`config.mk`:
```
export PLATFORM = sky130hd
export DESIGN_NAME = asrc_host
export DESIGN_NICKNAME = d
export VERILOG_FILES = /design/src/common/asrc_pkg.sv /design/src/core/asrc_timer.sv /design/src/core/asrc_host.sv
export SDC_FILE = /design/constraint.sdc
export NUM_CORES = 1
export LEC_CHECK = 0
export ABC_AREA = 0
export BUFFER_PORTS_ARGS = -buffer_cell sky130_fd_sc_hd__buf_2
export CORE_ASPECT_RATIO = 0.8
export CORE_MARGIN = 5
export CORE_UTILIZATION = 49
export DETAILED_ROUTE_END_ITERATION = 8
export GPL_TIMING_DRIVEN = 0
export PLACE_DENSITY = 0.79
export SKIP_LAST_GASP = 1
export SLEW_MARGIN = 20
export SYNTH_ARGS = -nofsm -noshare
export SYNTH_HDL_FRONTEND = slang
export SYNTH_SLANG_ARGS = --single-unit
```
`constraint.sdc`:
```
create_clock -name clk_in -period 1.9 [get_ports clk_in]
set_input_delay 0.19 -clock clk_in [delete_from_list [all_inputs] [get_ports clk_in]]
set_output_delay 0.19 -clock clk_in [all_outputs]
set_load 0.02 [all_outputs]
```
`src/common/asrc_pkg.sv`:
```
// Purpose: Constants for the host controller of a 256K x 4 asynchronous static memory
// Assumes: 250 MHz clock, 4 ns period
// Notes: Pin timing counts derive from nanosecond figures
package asrc_pkg;
  localparam int ADDR_W = 18;
  localparam int DATA_W = 4;
  localparam int WORDS = 262144;
  localparam int CLK_PERIOD_NS = 4;
  // Read cycle time, least, in ns
  localparam int READ_CYCLE_TIME_NS = 25;
  localparam int READ_CYCLE_CYC = (READ_CYCLE_TIME_NS + CLK_PERIOD_NS - 1) / CLK_PERIOD_NS;
  // Write pulse width, least, in ns
  localparam int WRITE_PULSE_NS = 15;
  localparam int WRITE_PULSE_CYC = (WRITE_PULSE_NS + CLK_PERIOD_NS - 1) / CLK_PERIOD_NS;
  // Deselect to retention, least, in ns
  localparam int DESELECT_TO_RETENTION_TIME_NS = 0;
  localparam int DESELECT_TO_RETENTION_CYC = (DESELECT_TO_RETENTION_TIME_NS + CLK_PERIOD_NS - 1) / CLK_PERIOD_NS
    > 0 ? (DESELECT_TO_RETENTION_TIME_NS + CLK_PERIOD_NS - 1) / CLK_PERIOD_NS : 1;
  // Retention recovery equals one read cycle time
  localparam int RETENTION_RECOVERY_TIME_NS = READ_CYCLE_TIME_NS;
  localparam int RETENTION_RECOVERY_CYC = (RETENTION_RECOVERY_TIME_NS + CLK_PERIOD_NS - 1) / CLK_PERIOD_NS;
  localparam int CNT_W = 4;
  localparam logic [CNT_W-1:0] CNT_ZERO = 4'h0;
  typedef enum logic [1:0] {ASRC_OP_READ, ASRC_OP_WRITE, ASRC_OP_SLEEP, ASRC_OP_WAKE} asrc_op_t;
endpackage

```
`src/core/asrc_timer.sv`:
```
// Purpose: Down counter that times each phase of a memory cycle
// Assumes: load and count share one clock
// Notes: done_out is high while the count stands at zero
`timescale 1ns/1ns
module asrc_timer (
  input wire logic clk_in,
  input wire logic rst_in,
  input wire logic load_in,
  input wire logic [asrc_pkg::CNT_W-1:0] value_in,
  output logic done_out
);
  import asrc_pkg::*;
  logic [CNT_W-1:0] cnt_r;
  always_ff @(posedge clk_in or posedge rst_in) begin
    if (rst_in) begin
      cnt_r <= CNT_ZERO;
    end else if (load_in) begin
      cnt_r <= value_in;
    end else if (cnt_r != CNT_ZERO) begin
      cnt_r <= cnt_r - 4'h1;
    end
  end
  assign done_out = (cnt_r == CNT_ZERO);
endmodule // asrc_timer

```
`src/core/asrc_host.sv`:
```
// Purpose: Host controller that runs read, write and retention cycles on a 256K x 4 static memory
// Assumes: memory pins sampled synchronously to clk_in
// Notes: One request at a time; req_ready_out high when idle
`timescale 1ns/1ns
// Function
// - The host holds the strobe low for writes and high through every read.
// - A write starts when the later control falls and ends when the first one rises.
// - The host sets the address no later than the last select or drive enable falls.
// - The host deselects before entering retention, at least zero time before.
// - After retention the host waits one read cycle time before any cycle.
module asrc_host (
  input wire logic clk_in,
  input wire logic rst_in,
  input wire logic req_valid_in,
  input wire asrc_pkg::asrc_op_t req_op_in,
  input wire logic [asrc_pkg::ADDR_W-1:0] req_addr_in,
  input wire logic [asrc_pkg::DATA_W-1:0] req_wdata_in,
  output logic req_ready_out,
  output logic rsp_valid_out,
  output logic [asrc_pkg::DATA_W-1:0] rsp_rdata_out,
  output logic retention_out,
  output logic [asrc_pkg::ADDR_W-1:0] cell_select_lines_out,
  output logic select_n_out,
  output logic write_strobe_n_out,
  output logic drive_enable_n_out,
  input wire logic [asrc_pkg::DATA_W-1:0] data_lines_in,
  output logic [asrc_pkg::DATA_W-1:0] data_lines_out,
  output logic data_lines_oe_n_out
);
  import asrc_pkg::*;
  typedef enum logic [2:0] {ASRC_IDLE, ASRC_RD, ASRC_WR, ASRC_WR_END, ASRC_SLEEP, ASRC_RECOVER} asrc_state_t;
  asrc_state_t state_r;
  logic tmr_load;
  logic [CNT_W-1:0] tmr_value;
  logic tmr_done;
  logic accept;

  assign accept = req_valid_in && req_ready_out;

  asrc_timer u_timer (
    .clk_in(clk_in),
    .rst_in(rst_in),
    .load_in(tmr_load),
    .value_in(tmr_value),
    .done_out(tmr_done)
  );

  always_comb begin
    tmr_load = 1'b0;
    tmr_value = CNT_ZERO;
    if (accept && req_op_in == ASRC_OP_READ) begin
      tmr_load = 1'b1;
      tmr_value = CNT_W'(READ_CYCLE_CYC - 1);
    end else if (accept && req_op_in == ASRC_OP_WRITE) begin
      tmr_load = 1'b1;
      tmr_value = CNT_W'(WRITE_PULSE_CYC - 1);
    end else if (accept && req_op_in == ASRC_OP_SLEEP) begin
      tmr_load = 1'b1;
      tmr_value = CNT_W'(DESELECT_TO_RETENTION_CYC - 1);
    end else if (state_r == ASRC_SLEEP && retention_out && req_valid_in && req_op_in == ASRC_OP_WAKE) begin
      tmr_load = 1'b1;
      tmr_value = CNT_W'(RETENTION_RECOVERY_CYC - 1);
    end
  end

  // Sequencer
  always_ff @(posedge clk_in or posedge rst_in) begin
    if (rst_in) begin
      state_r <= ASRC_IDLE;
    end else begin
      unique case (state_r)
        ASRC_IDLE: begin
          if (accept) begin
            unique case (req_op_in)
              ASRC_OP_READ: state_r <= ASRC_RD;
              ASRC_OP_WRITE: state_r <= ASRC_WR;
              ASRC_OP_SLEEP: state_r <= ASRC_SLEEP;
              ASRC_OP_WAKE: state_r <= ASRC_IDLE;
            endcase
          end
        end
        ASRC_RD: if (tmr_done) state_r <= ASRC_IDLE;
        ASRC_WR: if (tmr_done) state_r <= ASRC_WR_END;
        ASRC_WR_END: state_r <= ASRC_IDLE;
        ASRC_SLEEP: if (tmr_load) state_r <= ASRC_RECOVER;
        ASRC_RECOVER: if (tmr_done) state_r <= ASRC_IDLE;
      endcase
    end
  end

  // Request handshake
  always_ff @(posedge clk_in or posedge rst_in) begin
    if (rst_in) begin
      req_ready_out <= 1'b0;
    end else begin
      req_ready_out <= (state_r == ASRC_IDLE && !accept) || (state_r == ASRC_RD && tmr_done)
        || state_r == ASRC_WR_END || (state_r == ASRC_RECOVER && tmr_done);
    end
  end

  always_ff @(posedge clk_in or posedge rst_in) begin
    if (rst_in) begin
      cell_select_lines_out <= '0;
    end else if (accept && (req_op_in == ASRC_OP_READ || req_op_in == ASRC_OP_WRITE)) begin
      cell_select_lines_out <= req_addr_in;
    end
  end

  always_ff @(posedge clk_in or posedge rst_in) begin
    if (rst_in) begin
      select_n_out <= 1'b1;
      write_strobe_n_out <= 1'b1;
      drive_enable_n_out <= 1'b1;
    end else begin
      select_n_out <= !(accept && (req_op_in == ASRC_OP_READ || req_op_in == ASRC_OP_WRITE))
        && !(state_r == ASRC_RD && !tmr_done) && !(state_r == ASRC_WR && !tmr_done);
      write_strobe_n_out <= !(accept && req_op_in == ASRC_OP_WRITE) && !(state_r == ASRC_WR && !tmr_done);
      drive_enable_n_out <= !(accept && req_op_in == ASRC_OP_READ) && !(state_r == ASRC_RD && !tmr_done);
    end
  end

  always_ff @(posedge clk_in or posedge rst_in) begin
    if (rst_in) begin
      data_lines_out <= '0;
      data_lines_oe_n_out <= 1'b1;
    end else if (accept && req_op_in == ASRC_OP_WRITE) begin
      data_lines_out <= req_wdata_in;
      data_lines_oe_n_out <= 1'b0;
    end else if (state_r == ASRC_WR_END || state_r == ASRC_IDLE) begin
      data_lines_oe_n_out <= 1'b1;
    end
  end

  always_ff @(posedge clk_in or posedge rst_in) begin
    if (rst_in) begin
      rsp_valid_out <= 1'b0;
      rsp_rdata_out <= '0;
    end else begin
      rsp_valid_out <= (state_r == ASRC_RD && tmr_done);
      if (state_r == ASRC_RD && tmr_done) begin
        rsp_rdata_out <= data_lines_in;
      end
    end
  end

  always_ff @(posedge clk_in or posedge rst_in) begin
    if (rst_in) begin
      retention_out <= 1'b0;
    end else if (state_r == ASRC_SLEEP && tmr_done) begin
      retention_out <= 1'b1;
    end else if (state_r == ASRC_RECOVER) begin
      retention_out <= 1'b0;
    end
  end

  a_strobe_read_high: assert property (@(posedge clk_in) disable iff (rst_in)
    !drive_enable_n_out |-> write_strobe_n_out) else $error("strobe low during read");
  a_bus_contention: assert property (@(posedge clk_in) disable iff (rst_in)
    !drive_enable_n_out |-> data_lines_oe_n_out) else $error("host drives during read");
  a_data_hold_close: assert property (@(posedge clk_in) disable iff (rst_in)
    $rose(write_strobe_n_out) |-> !data_lines_oe_n_out && $stable(data_lines_out)) else $error("data not held");
  a_write_window: assert property (@(posedge clk_in) disable iff (rst_in)
    $fell(write_strobe_n_out) |-> !select_n_out [*4]) else $error("write window short");
  a_addr_stable: assert property (@(posedge clk_in) disable iff (rst_in)
    !select_n_out && $past(!select_n_out) |-> $stable(cell_select_lines_out)) else $error("address moved");
  a_sleep_deselect: assert property (@(posedge clk_in) disable iff (rst_in)
    retention_out |-> select_n_out) else $error("selected in retention");
  a_wake_recover: assert property (@(posedge clk_in) disable iff (rst_in)
    $fell(retention_out) |-> req_ready_out == 1'b0 [*6]) else $error("recovery too short");
  a_read_length: assert property (@(posedge clk_in) disable iff (rst_in)
    $fell(drive_enable_n_out) |-> !drive_enable_n_out [*7] ##1 drive_enable_n_out) else $error("read length");
  c_read: cover property (@(posedge clk_in) rsp_valid_out);
  c_write: cover property (@(posedge clk_in) $rose(write_strobe_n_out));
  c_retention: cover property (@(posedge clk_in) $fell(retention_out));
endmodule // asrc_host

```
==> impl_metrics.py <==
metrics = {
    "global_routing": {
        "antenna_found_initial": 0,
        "grt_max_degree": 24,
        "grt_pass1_wl_um": 6800,
        "grt_pass1_vias": 1497,
        "overflow": 0,
        "grt_usage_pct": 16.3,
    },
    "sta": {
        "rsz0062_at_grt": "false",
        "max_freq_mhz": 575,
        "max-slew-margin-rel_pct": 69.8,
        "whs_ps": 95.3,
        "slew_viol_final": 0,
        "setup_violations": 0,
        "fin_setup_tns_ps": 0,
        "period_share_pct": 91.6,
        "clock_skew_ps": 5.16,
        "tightestPinTransition_ps": 452,
        "period_minus_slack_ps": 1740,
        "hold_violations": 0,
    },
    "clocking": {
        "root_buffer": "clkbuf_8",
        "cts_buffers": 5,
        "tritoncts": "done",
        "insertion_delay_ps": 280,
        "cts_sinks": 40,
        "cts.clk_slew.worst_paths_ps": 70,
        "cts_resized": 0,
        "h-tree-depth": 2,
        "cts_buffer_depth": 2,
    },
    "setup_path": {
        "cp-startpoint": "u_timer.cnt_r[0]$_DFFE_PP0P_",
        "critPathMaxFanout": 8,
        "cp-start-kind": "flip-flop",
        "critical_path_class": "reg -> reg",
        "ff2ff_path_depth": 5,
        "worstSetupEndpointType": "flip-flop",
        "reg2reg_to": "rsp_rdata_out[3]$_DFFE_PP0P_",
        "reg2reg_slack_ps": 160,
        "r2r-start": "u_timer.cnt_r[0]$_DFFE_PP0P_",
        "crit_arrival_ps": 1900,
        "worstSetupEndpoint": "rsp_rdata_out[3]$_DFFE_PP0P_",
        "worstPathRequired_ps": 2060,
    },
    "outcome": {
        "outcome": "finished, final reports clean",
    },
    "min_path": {
        "hp-class": "in -> reg",
        "worstHoldStart": "req_addr_in[2]",
    },
    "power_and_ir_drop": {
        "p_per_area_mw_per_mm2": 1700,
        "switching_power_w": 0.00159,
        "sw_frac_of_total_pct": 40.3,
        "intPower_w": 0.00235,
        "seqPwrFrac_pct": 37.7,
        "leakage_nw": 1.21,
        "vdd_drop_max_mv": 0.965,
        "p_comb_share_pct": 45.6,
        "power_w": 0.00393,
        "clockPowerShare_pct": 16.7,
    },
    "synthesis": {
        "synth-seq-cells": 40,
        "synth_edf_count": 0,
        "synth.distinct_cells": 42,
        "synthArstFlopShare_pct": 100,
        "syn_inst": 174,
        "netlist_area_mm2": 0.00180,
        "yosysSeqAreaShare_pct": 55.9,
        "avgSynthCellArea_um2": 10.3,
        "syn_nets": 206,
        "ys_warn_count": 0,
        "synth_flop_cell": "dfrtp_1",
    },
    "place": {
        "post-dp-hpwl_um": 2990,
        "place.gp.congestion": 0.788,
        "io_buffers": 63,
    },
    "layout": {
        "diodes": 0,
        "nets": 278,
        "regArea_mm2": 0.00101,
        "final_layout_size_suffix_gt1_share_pct": 38.1,
        "area_growth_pct": 28.5,
        "multi_input_area_um2": 732,
        "fillers": 296,
    },
    "die": {
        "fp.dieW_um": 77.8,
        "rows": 19,
        "core_area_mm2": 0.00349,
        "die_h_um": 64.2,
        "num_io_pins": 64,
        "die_area_mm2": 0.00499,
        "start_util_pct": 51.5,
    },
    "route": {
        "drtIter0Drc": 96,
        "dr.pass1.iters": 4,
        "vias": 1474,
        "drt-total-wl_um": 3950,
        "avgViaCountPerCell": 5.10,
        "ant_nets": 0,
        "drcViolationCount": 0,
        "wl_per_cell_um": 13.7,
    },
    "run": {
        "cap_violations": 0,
    },
}
[layout by cell type (no fill, tap or decap), types with 2 or more instances in the layout]
cell and n:
nor3b_4 2, nor3_1 2, nor2b_1 2, or2_1 2
and2_4 2, clkbuf_8 5, mux2_1 4, dfstp_2 4
a32oi_1 2, dfrtp_1 36, mux2_4 4, a21oi_1 10
nor2_1 5, o21ai_0 6, nand2_1 58, clkbuf_1 4
buf_2 65, inv_1 4
[repair_timing]
action / in CTS / in global routing
setup buffers: 0 / 0
endpoints found under the hold margin: 16 / 0
hold buffers: 1 / 0
[synth_stat cells, types with 2 or more instances]
library cell / instances / share of area, %
nand2_1: 58 / 12
dfrtp_1: 36 / 50
a21oi_1: 10 / 2.8
o21ai_0: 6 / 1.7
inv_1: 5 / 1.0
nor2_1: 5 / 1.0
dfstp_2: 4 / 5.8
mux2_1: 4 / 2.5
mux2_4: 4 / 3.3
clkbuf_1: 3 / 0.63
a32oi_1: 2 / 0.97
and2_4: 2 / 0.97
buf_2: 2 / 0.56
nor2b_1: 2 / 0.69
nor3_1: 2 / 0.56
nor3b_4: 2 / 2.1
or2_1: 2 / 0.69
[area by class of cell]
class	count	area share [%]
clock buffers	6	3.14
plain buffers	8	1.89
clock inverters	2	1.51
flip-flops and latches	40	43.5
inverters	5	0.811
multi-input cells	121	31.6
well taps	42	2.27
repair buffers	65	15.3
[worst min path at each step]
stage / cells after the start / end / slack [ps]
2_1_floorplan: 2 / cell_select_lines_out[0]$_DFFE_PP0P_ / 300
3_3_place_gp: 3 / cell_select_lines_out[15]$_DFFE_PP0P_ / 380
3_5_place_dp: 2 / cell_select_lines_out[13]$_DFFE_PP0P_ / 210
4_1_cts: 3 / cell_select_lines_out[2]$_DFFE_PP0P_ / 90
5_1_grt: 3 / cell_select_lines_out[17]$_DFFE_PP0P_ / 90
6_report: 3 / cell_select_lines_out[2]$_DFFE_PP0P_ / 100
[flip-flops by register name, summed over array words and instances (netlist names)]
register	flops
cell_select_lines_out	18
data_lines_oe_n_out	1
data_lines_out	4
drive_enable_n_out	1
req_ready_out	1
retention_out	1
rsp_rdata_out	4
rsp_valid_out	1
select_n_out	1
state_r	3
u_timer.cnt_r	4
write_strobe_n_out	1
[layer usage]
| metal | wire length [µm] | track usage [%] |
|---|---|---|
| met1 | 1750 | 21.8 |
| met2 | 1860 | 26.6 |
| met3 | 336 | 5.76 |
| met4 | 0 | 1.50 |
| met5 | 0 | 0 |
[critical path, stage by stage (launching register included)]
cell     delay (ps)
dfrtp_1         400
inv_1            80
ha_1            220
nor3b_4         450
nand2_4         150
mux2_4          330
[power groups by stage]
stage | Clock [W] | Sequential (W) | Combinational, W
floorplan | 0 | 0.00189 | 0.000829
global placement | 0 | 0.00148 | 0.00175
detailed placement | 0 | 0.00149 | 0.00180
CTS | 0.000666 | 0.00149 | 0.00181
global route | 0.000718 | 0.00154 | 0.00196
finish | 0.000655 | 0.00148 | 0.00179
[through the flow]
| stage | instance area [µm²] | instances | util (%) | setup WS (ps) |
|---|---|---|---|---|
| detailed placement | 2200 | 280 | 62.8 | 201 |
| finish | 2310 | 289 | 66.2 | 160 |
| global placement | 2170 | 279 | 62.0 | 194 |
| global route | 2310 | 289 | 66.2 | 56.8 |
| floorplan | 1800 | 174 | - | 379 |
| CTS | 2310 | 289 | 66.2 | 186 |
[cell families after synthesis]
group           share of synthesized area [%]
fa+ha+maj                               0.695
simple gates                             24.1
mux                                      6.39
compound gates                           8.97
xor+xnor                                0.487
flops                                    55.9
buf+inv                                  3.47
No activity file was read; power rests on OpenSTA's default activity.
